$ cat src/shared/ccd_pkg.sv
package ccd_pkg;
   // link timing, derived from the 110 kHz portal tone and the 125 MHz system clock
   localparam int CARRIER_HZ       = 110000;
   localparam int CARRIER_DIV      = 64;
   localparam int BURST_CYCLES     = 32;
   localparam int SYS_HZ           = 125000000;
   // one 55 kHz half period in system clocks, rounded up for retrigger hold
   localparam int HALF_PERIOD_NS   = 9091;
   localparam int HALF_PERIOD_CLKS = (HALF_PERIOD_NS * 125 + 999) / 1000;
   // code word layout
   localparam int WORD_BITS        = 24;
   localparam int SUB_LO_BIT       = 2;
   localparam int SUB_HI_BIT       = 14;
   localparam int SUB_SPAN         = 8;
   localparam int CODE_BITS        = 16;
   localparam int FILL_PERIODS     = 48;
   localparam int ALIGN_PERIODS    = 23;
   localparam int GROWTH_PERIODS   = 24;
   localparam int ALLOW_MS         = 56;
   localparam logic SYNC_LO_VAL    = 1'b1;
   localparam logic SYNC_HI_VAL    = 1'b0;
   localparam logic [15:0] CODE_RST = 16'h0000;
endpackage

$ cat src/hdl/credential_code_decoder.sv
`timescale 1ns/1ps
module credential_code_decoder #(
   parameter int WORD  = ccd_pkg::WORD_BITS,
   parameter int DIV   = ccd_pkg::CARRIER_DIV,
   parameter int HOLD  = ccd_pkg::HALF_PERIOD_CLKS * 3,
   // bit periods without a burst before the credential counts as gone
   parameter int QUIET = ccd_pkg::WORD_BITS
) (
   input  wire logic        clk_sys,
   input  wire logic        rst,
   input  wire logic        carrier_tone,
   input  wire logic        burst_pulse,
   input  wire logic        envelope_ok,
   input  wire logic        xmit_req,
   output logic             data_valid,
   output logic [15:0]      held_code,
   output logic             held_full,
   output logic             code_out_stb,
   output logic [15:0]      code_out,
   output logic             credential_present
);
   typedef enum logic [1:0] {
      CCD_FILL  = 2'b00,
      CCD_CHECK = 2'b01,
      CCD_DONE  = 2'b10
   } ccd_state_e;

   ccd_state_e          state_reg;
   logic                bit_tick;
   logic                data_bit;
   logic                sample_reg;
   logic [WORD-1:0]     reg1_reg;
   logic [WORD-1:0]     reg2_reg;
   logic [5:0]          fill_reg;
   logic [5:0]          quiet_reg;
   logic [15:0]         code1;
   logic [15:0]         code2;
   logic                par_ok;
   logic                sync_ok;
   logic                cmp_ok;
   logic                check_pass;

   ccd_edge_div #(
      .DIV (DIV)
   ) u_div (
      .clk_sys (clk_sys),
      .rst     (rst),
      .tone_in (carrier_tone),
      .tick    (bit_tick)
   );

   ccd_oneshot #(
      .HOLD (HOLD)
   ) u_burst_stretch_oneshot (
      .clk_sys (clk_sys),
      .rst     (rst),
      .trig    (burst_pulse),
      .gate    (envelope_ok),
      .level   (data_bit)
   );

   // a bit is a one if the stretched level was seen at any time in the period,
   // which tolerates the phase slip between burst and local bit clock
   always_ff @(posedge clk_sys) begin
      if (rst) begin
         sample_reg <= 1'b0;
      end else if (bit_tick) begin
         sample_reg <= data_bit;
      end else if (data_bit) begin
         sample_reg <= 1'b1;
      end
   end

   always_ff @(posedge clk_sys) begin
      if (rst) begin
         reg1_reg <= '0;
         reg2_reg <= '0;
      end else if (bit_tick) begin
         reg1_reg <= {reg1_reg[WORD-2:0], sample_reg};
         reg2_reg <= {reg2_reg[WORD-2:0], reg1_reg[WORD-1]};
      end
   end

   // code bits: the two eight-bit spans that start at each sync bit
   assign code1 = {reg1_reg[ccd_pkg::SUB_LO_BIT+:ccd_pkg::SUB_SPAN],
                   reg1_reg[ccd_pkg::SUB_HI_BIT+:ccd_pkg::SUB_SPAN]};
   assign code2 = {reg2_reg[ccd_pkg::SUB_LO_BIT+:ccd_pkg::SUB_SPAN],
                   reg2_reg[ccd_pkg::SUB_HI_BIT+:ccd_pkg::SUB_SPAN]};

   assign cmp_ok  = (code1 == code2);
   assign par_ok  = ~^reg1_reg[ccd_pkg::SUB_LO_BIT+:ccd_pkg::SUB_SPAN]
                  & ~^reg1_reg[ccd_pkg::SUB_HI_BIT+:ccd_pkg::SUB_SPAN]
                  & ~^reg2_reg[ccd_pkg::SUB_LO_BIT+:ccd_pkg::SUB_SPAN]
                  & ~^reg2_reg[ccd_pkg::SUB_HI_BIT+:ccd_pkg::SUB_SPAN];
   assign sync_ok = (reg1_reg[ccd_pkg::SUB_LO_BIT] == ccd_pkg::SYNC_LO_VAL)
                  & (reg1_reg[ccd_pkg::SUB_HI_BIT] == ccd_pkg::SYNC_HI_VAL)
                  & (reg2_reg[ccd_pkg::SUB_LO_BIT] == ccd_pkg::SYNC_LO_VAL)
                  & (reg2_reg[ccd_pkg::SUB_HI_BIT] == ccd_pkg::SYNC_HI_VAL);
   assign check_pass = cmp_ok & par_ok & sync_ok;

   // presence: any one bit in the last QUIET periods
   always_ff @(posedge clk_sys) begin
      if (rst) begin
         quiet_reg          <= 6'h00;
         credential_present <= 1'b0;
      end else if (bit_tick) begin
         if (sample_reg) begin
            quiet_reg          <= 6'(QUIET);
            credential_present <= 1'b1;
         end else if (quiet_reg != 6'h00) begin
            quiet_reg <= quiet_reg - 6'h01;
         end else begin
            credential_present <= 1'b0;
         end
      end
   end

   // sequencing: fill 48 periods, then check every period until pass or loss
   always_ff @(posedge clk_sys) begin
      if (rst) begin
         state_reg <= CCD_FILL;
         fill_reg  <= 6'h00;
      end else if (bit_tick) begin
         unique case (state_reg)
            CCD_FILL: begin
               if (fill_reg == 6'(ccd_pkg::FILL_PERIODS - 1)) begin
                  state_reg <= CCD_CHECK;
               end else begin
                  fill_reg <= fill_reg + 6'h01;
               end
            end
            CCD_CHECK: begin
               if (check_pass) begin
                  state_reg <= CCD_DONE;
               end else if (!credential_present) begin
                  state_reg <= CCD_FILL;
                  fill_reg  <= 6'h00;
               end
            end
            CCD_DONE: begin
               // one report per passage; rearm once the credential is gone
               if (!credential_present) begin
                  state_reg <= CCD_FILL;
                  fill_reg  <= 6'h00;
               end
            end
         endcase
      end
   end

   always_ff @(posedge clk_sys) begin
      if (rst) begin
         data_valid <= 1'b0;
      end else begin
         data_valid <= bit_tick & (state_reg == CCD_CHECK) & check_pass;
      end
   end

   // holding register: only overwritten by a later valid event
   always_ff @(posedge clk_sys) begin
      if (rst) begin
         held_code <= ccd_pkg::CODE_RST;
      end else if (bit_tick & (state_reg == CCD_CHECK) & check_pass) begin
         held_code <= code1;
      end
   end

   // full flag: a new load wins over a read request in the same cycle
   always_ff @(posedge clk_sys) begin
      if (rst) begin
         held_full <= 1'b0;
      end else if (bit_tick & (state_reg == CCD_CHECK) & check_pass) begin
         held_full <= 1'b1;
      end else if (xmit_req) begin
         held_full <= 1'b0;
      end
   end

   always_ff @(posedge clk_sys) begin
      if (rst) begin
         code_out_stb <= 1'b0;
         code_out     <= ccd_pkg::CODE_RST;
      end else begin
         code_out_stb <= xmit_req & held_full;
         if (xmit_req & held_full) begin
            code_out <= held_code;
         end
      end
   end
endmodule

$ cat src/hdl/ccd_edge_div.sv
`timescale 1ns/1ps
// edge detector plus divide-by-n on the carrier tone input
module ccd_edge_div #(
   parameter int DIV = ccd_pkg::CARRIER_DIV
) (
   input  wire logic clk_sys,
   input  wire logic rst,
   input  wire logic tone_in,
   output logic      tick
);
   logic       tone_d_reg;
   logic [5:0] cnt_reg;
   wire        rise = tone_in & ~tone_d_reg;

   always_ff @(posedge clk_sys) begin
      if (rst) begin
         // track the pin in reset so a high tone is no false edge after release
         tone_d_reg <= tone_in;
      end else begin
         tone_d_reg <= tone_in;
      end
   end

   always_ff @(posedge clk_sys) begin
      if (rst) begin
         cnt_reg <= 6'h00;
         tick    <= 1'b0;
      end else begin
         tick <= 1'b0;
         if (rise) begin
            cnt_reg <= cnt_reg + 6'h01;
            if (cnt_reg == 6'(DIV - 1)) begin
               cnt_reg <= 6'h00;
               tick    <= 1'b1;
            end
         end
      end
   end
endmodule

$ cat src/hdl/ccd_oneshot.sv
`timescale 1ns/1ps
// retriggerable one-shot that stretches a pulse burst into one level
module ccd_oneshot #(
   parameter int HOLD = ccd_pkg::HALF_PERIOD_CLKS * 3
) (
   input  wire logic clk_sys,
   input  wire logic rst,
   input  wire logic trig,
   input  wire logic gate,
   output logic      level
);
   logic [11:0] cnt_reg;

   always_ff @(posedge clk_sys) begin
      if (rst) begin
         cnt_reg <= 12'h000;
         level   <= 1'b0;
      end else begin
         // every pulse reloads, so with gate high the output falls only after the last one
         if (trig) begin
            cnt_reg <= 12'(HOLD);
         end else if (cnt_reg != 12'h000) begin
            cnt_reg <= cnt_reg - 12'h001;
         end
         level <= gate & (trig | (cnt_reg > 12'h001));
      end
   end
endmodule

$ cat config.mk
export PLATFORM = sky130hd
export DESIGN_NAME = credential_code_decoder
export DESIGN_NICKNAME = d
export VERILOG_FILES = /design/src/shared/ccd_pkg.sv /design/src/hdl/credential_code_decoder.sv /design/src/hdl/ccd_edge_div.sv /design/src/hdl/ccd_oneshot.sv
export SDC_FILE = /design/constraint.sdc
export NUM_CORES = 1
export LEC_CHECK = 0
export BUFFER_PORTS_ARGS = -buffer_cell sky130_fd_sc_hd__buf_2
export CAP_MARGIN = 20
export CELL_PAD_IN_SITES_DETAIL_PLACEMENT = 2
export CELL_PAD_IN_SITES_GLOBAL_PLACEMENT = 2
export CORE_MARGIN = 2
export CORE_UTILIZATION = 30
export DETAILED_ROUTE_END_ITERATION = 8
export GPL_TIMING_DRIVEN = 0
export PLACE_DENSITY_LB_ADDON = 0.05
export SYNTH_ARGS = -nofsm -noshare
export SYNTH_HDL_FRONTEND = slang
export SYNTH_SLANG_ARGS = --single-unit
$ cat constraint.sdc
create_clock -name clk_sys -period 1.9 [get_ports clk_sys]
set_clock_uncertainty 0.1 [all_clocks]
set_input_delay 0.285 -clock clk_sys [delete_from_list [all_inputs] [get_ports clk_sys]]
set_output_delay 0.285 -clock clk_sys [all_outputs]
set_load 0.005 [all_outputs]
==> After elaboration in Yosys (flattened, before gate mapping) <==
Cells that the tools add are included.
{ "op_classes": {"add_sub_neg": 4, "n_bitwise": 18, "n_lt_le_gt_ge": 1, "reduce_logical": 17, "muxes": 20, "eq_ne": 9} }
{ "op_table": {"columns": ["op", "n"], "rows": [
  ["6-bit two-way mux", 6],
  ["8-bit XNOR reduction", 4],
  ["12-bit two-way mux", 2],
  ["6-bit case mux with 3 select lines", 1],
  ["16-bit == test", 1],
  ["1-bit bitwise AND", 13],
  ["6-bit by 1-bit adder with 6-bit output, second input constant", 2],
  ["6-bit == test, second input constant", 2],
  ["12-bit by 1-bit greater-than comparator with 1-bit output, second input constant", 1],
  ["12-bit nonzero test", 1],
  ["12-bit by 1-bit subtractor with 12-bit output, second input constant", 1],
  ["2-bit inequality test, second input constant", 4],
  ["2-bit nonzero test", 4],
  ["1-bit two-way mux", 7],
  ["2-bit two-way mux", 3],
  ["2-bit case mux with 3 select lines", 1],
  ["2-bit AND reduction", 3],
  ["6-bit nonzero test", 1],
  ["6-bit by 1-bit subtractor with 6-bit output, second input constant", 1],
  ["1-bit inverter", 4],
  ["2-bit OR reduction", 2],
  ["3-bit AND reduction", 1],
  ["2-bit by 1-bit == test with 1-bit output, second input constant", 1],
  ["2-bit == test, second input constant", 1],
  ["2 further kinds", 2]
]} }
{ "totals": {"inputBits": 6, "regBits": 118, "out_inout_bits": 36, "wordCells": 87} }

==> Logic depth before layout (Yosys ltp) <==
Gate-level depths: netlist of run 1.
{ "depth": {"ltp_word": 8, "depth_mapped": 9, "mapped_depth_nobuf": 7} }

==> Cells and area by module <==
A second synthesis of run 1 with hierarchy kept.
{ "hier_totals": {"hier_cells": 548, "area_unflattened_um2": 5093.6} }
{ "by_module_without_submodules": {"columns": ["mod", "n_inst", "seq_area_each_um2", "area_per_inst_um2", "cells_each"], "rows": [
  ["credential_code_decoder", 1, 1941.9, 4072.7, 441],
  ["ccd_oneshot", 1, 260.2, 684.4, 70],
  ["ccd_edge_div", 1, 160.2, 336.6, 37]
]} }

==> Least setup slack after synthesis of run 1 <==
No wires, ideal clock.
{ "synth_timing": {"path_type": "register to register", "from": "register u_burst_stretch_oneshot.cnt_reg[0]", "to": "register u_burst_stretch_oneshot.cnt_reg[10]", "path_stages_with_launch": 7, "path_slack_ps": 179, "synth_period_minus_slack_ps": 1721, "setup_ps": 128, "t_arrival_ps": 1494, "path_buffers": 0, "required_time_ps": 1672, "path_cell_list": "dfxtp_1 inv_1 ha_1 nand3_1 or4_1 a211oi_1 nor2_1"} }
{ "synth_between": {"elab_chain_len": 3, "word_cells_on_any_way": 5, "cone_classes": "add/sub (1); mux (2); reduce/logical (2)"} }
{ "synth_rtl": {"columns": ["item", "line_no", "source"], "rows": [
  ["start, declared", "ccd_oneshot.sv:12", "logic [11:0] cnt_reg;"],
  ["start signal, assigned", "ccd_oneshot.sv:21", "cnt_reg <= 12'(HOLD);"],
  ["start signal, assigned", "ccd_oneshot.sv:23", "cnt_reg <= cnt_reg - 12'h001;"],
  ["12-bit by 1-bit subtractor with 12-bit output", "ccd_oneshot.sv:23", null],
  ["12-bit two-way mux", "ccd_oneshot.sv:22", "end else if (cnt_reg != 12'h000) begin"],
  ["12-bit two-way mux", "ccd_oneshot.sv:20", "if (trig) begin"]
]} }
Parallel ways exist; a longest one is shown, timed or not. The select of a mux whose other input is x is not followed.
A chain may end at the register's enable or synchronous reset.

==> Worst setup path after layout of run 1 <==
{ "layout_timing": {"from": "register reg2_reg[6]", "to": "register fill_reg[2]"} }
{ "layout_between": {"elab_chain_len": 7, "word_cells_on_any_way": 8, "cone_classes": "eq/ne (2); bitwise (4); reduce/logical (2)"} }
{ "layout_rtl": {"columns": ["item", "line_no", "source"], "rows": [
  ["start, declared", "credential_code_decoder.sv:33", "logic [WORD-1:0] reg2_reg;"],
  ["start signal, assigned", "credential_code_decoder.sv:80", "reg2_reg <= {reg2_reg[WORD-2:0], reg1_reg[WORD-1]};"],
  ["8-bit XNOR reduction", "credential_code_decoder.sv:93", "& ~^reg2_reg[ccd_pkg::SUB_LO_BIT+:ccd_pkg::SUB_SPAN]"],
  ["1-bit bitwise AND", "credential_code_decoder.sv:93", null],
  ["1-bit bitwise AND", "credential_code_decoder.sv:94", "& ~^reg2_reg[ccd_pkg::SUB_HI_BIT+:ccd_pkg::SUB_SPAN];"],
  ["1-bit bitwise AND (*) (2 in series)", "credential_code_decoder.sv:99", "assign check_pass = cmp_ok & par_ok & sync_ok;"],
  ["2-bit inequality test (no line) (*)", null, null],
  ["3-bit AND reduction (no line) (*)", null, null],
  ["end signal, assigned", "credential_code_decoder.sv:129", "fill_reg <= fill_reg + 6'h01;"],
  ["end, declared", "credential_code_decoder.sv:34", "logic [5:0] fill_reg;"]
]} }
Mark *: on every way between the ends. The rest lies on a longest branch, timed or not.

==> results by group, run 1 <==
Run status
  • Outcome: finished, violations left
  • Failing checks: setup timing

Logic synthesis
  • Commonest cells in the netlist: dfxtp_1, nor2_1, nand2_1
  • Area of the mapped netlist: 0.005159 sq mm
  • Area leader, netlist: dfxtp_1
  • Syn Area/Cell: 8.910 sq um
  • Async set-reset flop share out of synthesis: 0%
  • Post-synth EDFFs: 0
  • Top_reg_cell synth: dfxtp_1
  • Unique masters post-synth: 44
  • Post-Syn Nets: 594
  • Most common cell in the netlist: dfxtp_1
  • Post-synthesis sequential area ratio: 45.79%
  • Synth top area cells: dfxtp_1, mux2i_1, xnor2_1
  • Cells after Synth: 579
  • Share of the synthesized area in the top cell type: 45.79%
  • FF+latch count, synth: 118
  • Yosys warns: 0

Final layout
  • Area growth syn-to-layout: 46.20%
  • Area occupied by multi-input gates: 0.003354 sq mm
  • Share of cells above drive strength 1: 37.13%
  • Nets: 686
  • Storage cell area: 0.002442 sq mm
  • Fill cell count: 1,764
  • Non-filler cells, final: 904
  • # diodes: 0
  • Max reg flops: 24

Global route
  • Vias in the first global route: 4,874
  • First-pass GRT wire length: 26,960 um
  • Initial antenna violation count: 0
  • Largest net degree at the start of global routing: 17
  • Total GRT Usage: 19.20%
  • Grt total ovfl: 0

Routing
  • Vias per std cell: 4.994
  • DRT Wirelength: 17,630 um
  • # DRC: 0
  • Avg WL per Cell: 19.50 um
  • Iteration-0 DRC Markers: 109
  • First-pass iteration count of the detailed router: 4
  • Antenna viol nets, final: 0
  • Via count: 4,515

Timing
  • Worst setup margin: -98.91 ps
  • Slew @ Worst Pin: 869.3 ps
  • Slew margin rel.: 42.05%
  • Final hold viol count: 0
  • Unrepaired setup endpoints after global routing: yes
  • Period utilization: 105.2%
  • Tmin final: 1999 ps
  • Endpoints failing setup: 18
  • Pins over their slew limit: 0
  • Fmax: 0.5003 GHz

Power
  • Pwr Density: 849.6 mW/mm^2
  • Pleak: 2.643 nW
  • Worst IR drop on VDD: 0.6740 mV
  • Overall Power: 6.408 mW

Worst setup path
  • Critical path peak fanout: 5
  • CP Data Arrival Time: 2230 ps
  • Worst setup EP type: flop
  • CP required: 2130 ps
  • Element type at the critical path start: flop
  • Critical path class: reg -> reg

Clock network
  • Worst skew pair latency: 420 ps
  • Total CTS buffers: 17
  • Clock Sinks: 118
  • Clk pin slew, worst setup/hold paths: 60 ps
  • CTS tree: built
  • Clock Tree Root: clkbuf_16
  • Max Buffers Root-to-Sink: 2
  • CTS H-Tree Depth: 4

Floorplan
  • Die ar.: 0.01826 sq mm
  • Die Wd: 135.1 um
  • Io pins: 42
  • Core Region: 0.01670 sq mm
  • Chip height: 135.1 um
  • Num rows: 47
  • Initial Util: 30.89%

Worst hold path
  • Hold crit path type: in -> reg

Placed design
  • Final Wtd Congestion: 0.8242
  • Post-DP HPWL: 10,840 um
  • Post-Place Cells: 840
  • Number of buffers added on ports: 41

Run
  • Max Cap Violations: 0
-- per-stage QoR --
step	setup slack, ps	util (%)	hold WS, ps	instance area (sq um)	TNS, ps
after detailed placement	-498.0	33.77	303.0	5639	-23560
after global routing	-159.5	45.16	39.16	7542	-2614
after global placement	-401.8	33.77	300.4	5639	-17070
after CTS	-85.61	42.62	27.74	7118	-692.1
after floorplan	178.7	-	212.7	5159	0
final	-98.91	45.16	37.89	7542	-661.0
-- cell usage in the layout (no fill, tap or decap), types with 4 or more instances in the layout --
master / count
buf_4: 21
nor3_1: 9
nor4_1: 4
bufinv_16: 5
ha_1: 6
xor2_1: 13
o21ai_1: 7
o21ai_2: 9
clkbuf_16: 17
nand4_1: 7
mux2i_1: 47
nand3_2: 8
nand2_1: 50
buf_6: 7
dfxtp_4: 16
nand3_1: 9
buf_2: 45
buf_12: 5
nand2b_1: 5
dfxtp_2: 16
xnor2_4: 5
inv_1: 10
xnor2_2: 16
nand3_4: 7
o21ai_0: 8
and2_1: 4
clkbuf_1: 17
a21oi_2: 11
nor2_1: 72
a21oi_1: 36
dfxtp_1: 86
xnor2_1: 25
nor2_2: 4
clkbuf_8: 4
-- path summary, 6_finish.rpt --
| kind | slack [ps] | startpoint | endpoint | cells past startpoint |
|---|---|---|---|---|
| hold reg to reg | 350 | code_out[12] | code_out[12] | 2 |
| hold / removal | 40 | envelope_ok | u_burst_stretch_oneshot.level | 2 |
| setup reg to reg | -100 | reg2_reg[6] | fill_reg[2] | 8 |
| setup / recovery | -100 | reg2_reg[6] | fill_reg[2] | 8 |
-- timing repair --
action                     CTS  global route
setup endpoints to repair   74            47
buffers inserted            17            12
hold endpoints to repair     1             0
hold buffers                 1             0
pin swaps                   35            20
cloned                       3             0
gates resized for setup    157            69
-- cell type report --
class,count,share of cell area [%]
Multi-Input combinational cell,417,44.48
Sequential cell,118,32.38
Clock inverter,8,2.223
Buffer,30,2.687
Timing Repair Buffer,74,7.366
Tap cell,220,3.650
Clock buffer,24,6.520
Inverter,13,0.6967
-- kinds of logic (layout without fill, tap and decap cells) --
logic type / count (synthesis) / count (layout) / share of synthesized area, %
xor gates and xnor gates: 62 / 62 / 10.53
muxes: 47 / 47 / 9.120
DFF: 118 / 118 / 45.79
buffers and inverters: 44 / 149 / 3.808
AOI/OAI and AO/OA: 90 / 90 / 9.750
and+or+nand+nor: 209 / 209 / 18.82
adders and majority gates: 9 / 9 / 2.183
-- where the power goes --
group | switching [mW] | internal (mW)
combinational | 0.157 | 0.0994
sequential | 0.0407 | 2.48
clock | 1.16 | 2.46
-- routing by layer --
layer	vias to the layer above	track usage (%)	wire length, um
met1	2288	22.84	7665
li1	2170	-	-
met3	17	3.554	305
met2	40	35.05	9340
met4	0	5.787	315
met5	-	0	0
-- worst max-delay path: stages (launching register included) --
cell     delay (ps)
dfxtp_4         370
xnor2_4         150
xnor2_2         160
xnor2_2         270
and4_4          290
buf_12          130
buf_12          130
nand4_1         130
a31oi_2         180
(Power assumes the default switching activity.)
==> run 2: changes to the inputs <==
- CELL_PAD_IN_SITES_DETAIL_PLACEMENT: 2 -> default
- CELL_PAD_IN_SITES_GLOBAL_PLACEMENT: 2 -> default
==> results by group, run 2 (synthesis results as in run 1) <==
Worst setup path
  • CP cell instances: xor2_4 -> nor4_4 -> and2_4 -> buf_6 -> nand3_4 -> o21a_1 -> o32ai_2
  • Critical path peak fanout: 5 (unchanged)
  • WP buf/inv: 1 (-1)
  • Worst path top cell family by delay: simple AND/OR/NAND/NOR gates
  • Element type at the critical path start: flop
  • CP Data Arrival Time: 2150 ps (-80 ps)
  • CP required: 2120 ps (about the same)
  • CP max stage delay: 370 ps (about the same)
  • Worst setup EP type: flop
  • Critical path class: reg -> reg
  • CP max-delay cell: dfxtp_4

Placed design
  • Number of buffers added on ports: 41 (unchanged)
  • Post-DP HPWL: 9225 um (-15%)
  • Final Wtd Congestion: 0.7725 (-6.3%)
  • Post-Place Cells: 840 (unchanged)
  • Area after DPL: 0.005639 sq mm (unchanged)
  • Pre-CTS setup slack: -571.0 ps (-73.02 ps)

Final layout
  • Area growth syn-to-layout: 36.50%
  • Share of cells above drive strength 1: 31.76% (-5.4 points)
  • Area occupied by multi-input gates: 0.003032 sq mm (-9.6%)
  • # diodes: 0 (unchanged)
  • Commonest non-fill, non-tap cell in the layout: dfxtp_1
  • Final instance area: 0.007042 sq mm (-6.6%)
  • Final Util: 42.16% (-3.0 points)
  • Max reg flops: 24 (unchanged)
  • Nets: 679 (-1.0%)
  • Storage cell area: 0.002422 sq mm (-0.82%)
  • Fill cell count: 1,683 (-4.6%)
  • Non-filler cells, final: 897 (-0.77%)
  • Commonest non-fill, non-tap cells in the layout: dfxtp_1, nor2_1, nand2_1, mux2i_1, buf_2

Floorplan
  • Num rows: 47 (unchanged)
  • Io pins: 42 (unchanged)
  • Chip height: 135.1 um (unchanged)
  • Initial Util: 30.89% (unchanged)
  • Core Region: 0.01670 sq mm (unchanged)
  • Die ar.: 0.01826 sq mm (unchanged)
  • Die Wd: 135.1 um (unchanged)

Routing
  • Via count: 4,256 (-5.7%)
  • Avg WL per Cell: 14.90 um (-24%)
  • Vias per std cell: 4.745 (-5.0%)
  • Antenna viol nets, final: 0 (unchanged)
  • # DRC: 0 (unchanged)
  • Iteration-0 DRC Markers: 165 (+51%)
  • First-pass iteration count of the detailed router: 4 (unchanged)
  • DRT Wirelength: 13,360 um (-24%)

Power
  • Seq pwr share: 42.6% (+3.2 points)
  • Switching part of the total: 21.32% (+0.060 points)
  • Comb power frac: 3.8% (-0.2 points)
  • Worst IR drop on VDD: 0.6149 mV (-8.8%)
  • Clock power share: 53.6% (-3.0 points)
  • P_sw: 1.265 mW (-7.1%)
  • Pleak: 2.513 nW (-4.9%)
  • Internal power: 4.668 mW (-7.5%)
  • Pwr Density: 842.6 mW/mm^2 (-0.83%)

Global route
  • Vias in the first global route: 4,015 (-18%)
  • Largest net degree at the start of global routing: 17 (unchanged)
  • Total GRT Usage: 15.08% (-4.1 points)
  • First-pass GRT wire length: 21,310 um (-21%)
  • Initial antenna violation count: 0 (unchanged)
  • Grt total ovfl: 0 (unchanged)

Clock network
  • Clk pin slew, worst setup/hold paths: 50 ps (about the same)
  • Clock Sinks: 118 (unchanged)
  • Worst skew pair latency: 410 ps (about the same)
  • Total CTS buffers: 17 (unchanged)
  • CTS H-Tree Depth: 4 (unchanged)
  • CTS tree: built
  • Max Buffers Root-to-Sink: 2 (unchanged)
  • Clock Tree Root: clkbuf_16

Run status
  • Failing checks: setup timing
  • Outcome: finished, violations left

Timing
  • Final hold viol count: 0 (unchanged)
  • Slew margin rel.: 41.17% (-0.88 points)
  • Pins over their slew limit: 0 (unchanged)
  • Period utilization: 101.5% (-3.7 points)
  • Endpoints failing setup: 2 (-16)
  • Worst setup margin: -28.73 ps (+70.18 ps)
  • Slew @ Worst Pin: 882.5 ps (+13.20 ps)
  • Unrepaired setup endpoints after global routing: yes
  • Setup Total Neg Slack: -33.51 ps (+627.5 ps)
  • Tmin final: 1929 ps (-70.18 ps)
  • Fmax: 0.5185 GHz (+3.6%)

Run
  • Max Cap Violations: 0 (unchanged)

Worst hold path
  • Hold crit path type: in -> reg
run 2: cell count changes in the layout (fill, tap and decap cells not counted), sizes merged:
cell and change:
clkbuf +3, bufinv -3, clkinvlp -1, clkinv +4, inv +1, buf -11
run 2: layout make-up:
class	count	share of cell area (%)
multi-input cells	417	43.05
flip-flops and latches	118	34.40
clock buffers	23	7.072
repair buffers	68	6.930
well taps	220	3.909
plain buffers	29	2.559
clock inverters	9	1.386
inverters	13	0.6930
run 2: routing by layer:
layer  up-vias  track usage [%]  share of wire [%]
li1       2158                -                  -
met1      2019            19.33                 46
met2        67            24.34                 49
met3        12            4.564                3.8
met4         0            4.919                1.2
met5         -                0                  0
run 2: path summary, 6_finish.rpt:
| kind | slack (ps) | cells after the start | end | start |
|---|---|---|---|---|
| setup / recovery | -30 | 7 | fill_reg[0] | reg2_reg[2] |
| hold / removal | 60 | 2 | u_burst_stretch_oneshot.level | envelope_ok |
| setup reg to reg | -30 | 7 | fill_reg[0] | reg2_reg[2] |
| hold reg to reg | 350 | 2 | code_out[14] | code_out[14] |
run 2: metrics by stage:
stage	total power, mW	hold WS, ps
final	5.933	55.16
after global routing	6.191	34.07
after CTS	5.998	41.64
after detailed placement	2.781	312.4
after global placement	2.777	298.8
after floorplan	2.721	212.7
run 2: worst register-to-register path: cells and delay by family, from the launching register on:
| kind | cells | cell delay [ps] |
|---|---|---|
| compound gates | 2 | 430 |
| flops | 1 | 370 |
| buf+inv | 1 | 100 |
| simple gates | 3 | 650 |
| xor+xnor | 1 | 190 |
run 2: power groups by stage:
stage	Combinational, mW	Clock (mW)	Sequential [mW]
global placement	0.194	0	2.58
CTS	0.212	3.26	2.53
detailed placement	0.197	0	2.58
finish	0.225	3.18	2.53
floorplan	0.144	0	2.58
global route	0.255	3.41	2.53
run 2: timing repair:
item | in CTS | in global routing
endpoints found under the setup margin | 70 | 38
hold buffers | 1 | 0
gates cloned | 2 | 2
pin swaps | 20 | 27
endpoints found under the hold margin | 1 | 0
gates resized for setup | 93 | 75
buffers inserted | 12 | 11
==> run 3: changes to the inputs <==
- CELL_PAD_IN_SITES_DETAIL_PLACEMENT: default -> 0
- CELL_PAD_IN_SITES_GLOBAL_PLACEMENT: default -> 2
==> results by group, run 3 (synthesis results as in run 1) <==
Timing
  • Worst setup margin: -4.377 ps (+24.35 ps)
  • Final hold viol count: 0 (unchanged)
  • Unrepaired setup endpoints after global routing: yes
  • Fmax: 0.5251 GHz (+1.3%)
  • Endpoints failing setup: 2 (unchanged)
  • Pins over their slew limit: 0 (unchanged)
  • Slew margin rel.: 51.53% (+10 points)
  • Hold Slack: 31.91 ps (-23.26 ps)
  • Tmin final: 1904 ps (-24.35 ps)
  • Setup Total Neg Slack: -5.943 ps (+27.56 ps)
  • Slew @ Worst Pin: 727.0 ps (-155.5 ps)
  • Period utilization: 100.2% (-1.3 points)

Routing
  • First-pass iteration count of the detailed router: 4 (unchanged)
  • Via count: 4,141 (-2.7%)
  • DRT Wirelength: 13,320 um (-0.33%)
  • # DRC: 0 (unchanged)
  • Antenna viol nets, final: 0 (unchanged)
  • Vias per std cell: 4.669 (-1.6%)
  • Avg WL per Cell: 15.01 um (+0.79%)
  • Iteration-0 DRC Markers: 172 (+4.2%)

Global route
  • Total GRT Usage: 14.92% (-0.17 points)
  • Grt total ovfl: 0 (unchanged)
  • First-pass GRT wire length: 20,860 um (-2.1%)
  • Initial antenna violation count: 0 (unchanged)
  • Largest net degree at the start of global routing: 17 (unchanged)
  • Vias in the first global route: 3,836 (-4.5%)

Run status
  • Failing checks: setup timing
  • Outcome: finished, violations left

Placed design
  • Post-DP HPWL: 9367 um (+1.5%)
  • Post-Place Cells: 840 (unchanged)
  • Final Wtd Congestion: 0.8242 (+6.7%)
  • Number of buffers added on ports: 41 (unchanged)

Worst setup path
  • Critical R2R Capture: held_code[10]
  • R2R Setup Slk: -4 ps (+20 ps)
  • Element type at the critical path start: flop
  • CP max-delay cell: dfxtp_2
  • Critical path peak fanout: 7 (+2)
  • Critical path class: reg -> reg
  • FF-to-FF Start: reg1_reg[5]
  • CP Data Arrival Time: 2160 ps (about the same)
  • CP cell instances: xor2_1 -> nor4_2 -> buf_4 -> and2_4 -> and3_1 -> buf_6 -> clkbuf_16 -> nand3_1 -> a21oi_1
  • CP max stage delay: 350 ps (-20 ps)
  • R2R depth: 9 (+2)
  • Worst setup EP type: flop
  • CP required: 2150 ps (+30 ps)

Floorplan
  • Initial Util: 30.89% (unchanged)
  • Io pins: 42 (unchanged)
  • Die ar.: 0.01826 sq mm (unchanged)
  • Core Region: 0.01670 sq mm (unchanged)
  • Die Wd: 135.1 um (unchanged)
  • Num rows: 47 (unchanged)
  • Chip height: 135.1 um (unchanged)

Power
  • Pwr Density: 885.8 mW/mm^2 (+5.1%)
  • Pleak: 2.397 nW (-4.6%)
  • Internal power: 4.552 mW (-2.5%)
  • P_sw: 1.406 mW (+11%)
  • Seq pwr share: 42.4% (-0.2 points)
  • Comb power frac: 3.6% (-0.2 points)
  • Switching part of the total: 23.61% (+2.3 points)
  • Worst IR drop on VDD: 0.6377 mV (+3.7%)
  • Clock power share: 54.0% (+0.4 points)

Clock network
  • CTS H-Tree Depth: 4 (unchanged)
  • Clock Tree Root: clkbuf_16
  • CTS tree: built
  • Max Buffers Root-to-Sink: 2 (unchanged)
  • Worst skew pair latency: 420 ps (about the same)
  • Clk pin slew, worst setup/hold paths: 60 ps (about the same)
  • Total CTS buffers: 17 (unchanged)
  • Clock Sinks: 118 (unchanged)

Final layout
  • Nets: 669 (-1.5%)
  • Commonest non-fill, non-tap cells in the layout: dfxtp_1, nor2_1, nand2_1, mux2i_1
  • Non-filler cells, final: 887 (-1.1%)
  • Fill cell count: 1,686 (+0.18%)
  • Commonest non-fill, non-tap cell in the layout: dfxtp_1
  • Share of cells above drive strength 1: 26.84% (-4.9 points)
  • Max reg flops: 24 (unchanged)
  • Area growth syn-to-layout: 30.39%
  • # diodes: 0 (unchanged)

Worst hold path
  • Hold crit path type: in -> reg
  • Hold Path Sink: u_burst_stretch_oneshot.level
  • Hold Path Depth: 2 (unchanged)
  • Hold Startpoint: envelope_ok

Run
  • Max Cap Violations: 0 (unchanged)
==> run 3: worst max path at each step <==
stage / start / end / slack (ps) / cells after the start
floorplan: u_burst_stretch_oneshot.cnt_reg[0] / u_burst_stretch_oneshot.cnt_reg[10] / 180 / 6
global placement: rst / data_valid / -400 / 5
detailed placement: rst / u_burst_stretch_oneshot.cnt_reg[6] / -450 / 5
CTS: u_burst_stretch_oneshot.cnt_reg[4] / u_burst_stretch_oneshot.cnt_reg[11] / -40 / 6
global route: reg1_reg[18] / fill_reg[0] / -100 / 7
finish: reg1_reg[5] / held_code[10] / -4 / 9
==> run 3: cell type report <==
class | count | area (sq um) | share of cell area, %
multi-input cells | 417 | 2861 | 42.54
flip-flops and latches | 118 | 2415 | 35.90
clock buffers | 18 | 439.2 | 6.529
repair buffers | 56 | 355.3 | 5.283
well taps | 220 | 275.3 | 4.092
plain buffers | 31 | 175.2 | 2.604
clock inverters | 14 | 152.6 | 2.269
inverters | 13 | 52.55 | 0.7813
==> run 3: critical path: cells and delay by family, from the launching register on <==
kind / cells / cell delay [ps]
XOR/XNOR: 1 / 170
flip-flops: 1 / 350
AO/OA/AOI/OAI: 1 / 120
AND/OR/NAND/NOR: 4 / 660
buffers and inverters: 3 / 450
==> run 3: stage by stage <==
stage                     power, mW  setup WS [ps]  instance area, sq um  util, %
final                         5.958         -4.377                  6726    40.28
after global routing          6.193         -101.4                  6726    40.28
after CTS                     6.034         -36.70                  6454    38.64
after detailed placement      2.781         -451.4                  5639    33.77
after global placement        2.780         -401.8                  5639    33.77
after floorplan               2.721          178.7                  5159        -
==> run 3: per-layer routing <==
| layer | wire length (um) | up-vias | track usage [%] |
|---|---|---|---|
| met2 | 6151 | 40 | 23.41 |
| met3 | 354 | 8 | 5.051 |
| met5 | 0 | - | 0 |
| li1 | - | 2138 | - |
| met4 | 131 | 0 | 4.398 |
| met1 | 6680 | 1955 | 19.51 |
==> run 3: power by group through the flow <==
stage                     Combinational [mW]  Sequential, mW  Clock, mW
final                                  0.217            2.53       3.22
after global routing                   0.243            2.53       3.42
after CTS                              0.202            2.53       3.30
after detailed placement               0.197            2.58          0
after global placement                 0.196            2.58          0
after floorplan                        0.144            2.58          0
==> run 3: what timing repair did <==
| action | CTS | global route |
|---|---|---|
| buffers inserted | 7 | 4 |
| endpoints found under the setup margin | 68 | 35 |
| pin swaps | 9 | 8 |
| cloned | 1 | 2 |
| hold buffers | 1 | 0 |
| hold endpoints to repair | 1 | 0 |
| resized for setup | 59 | 44 |
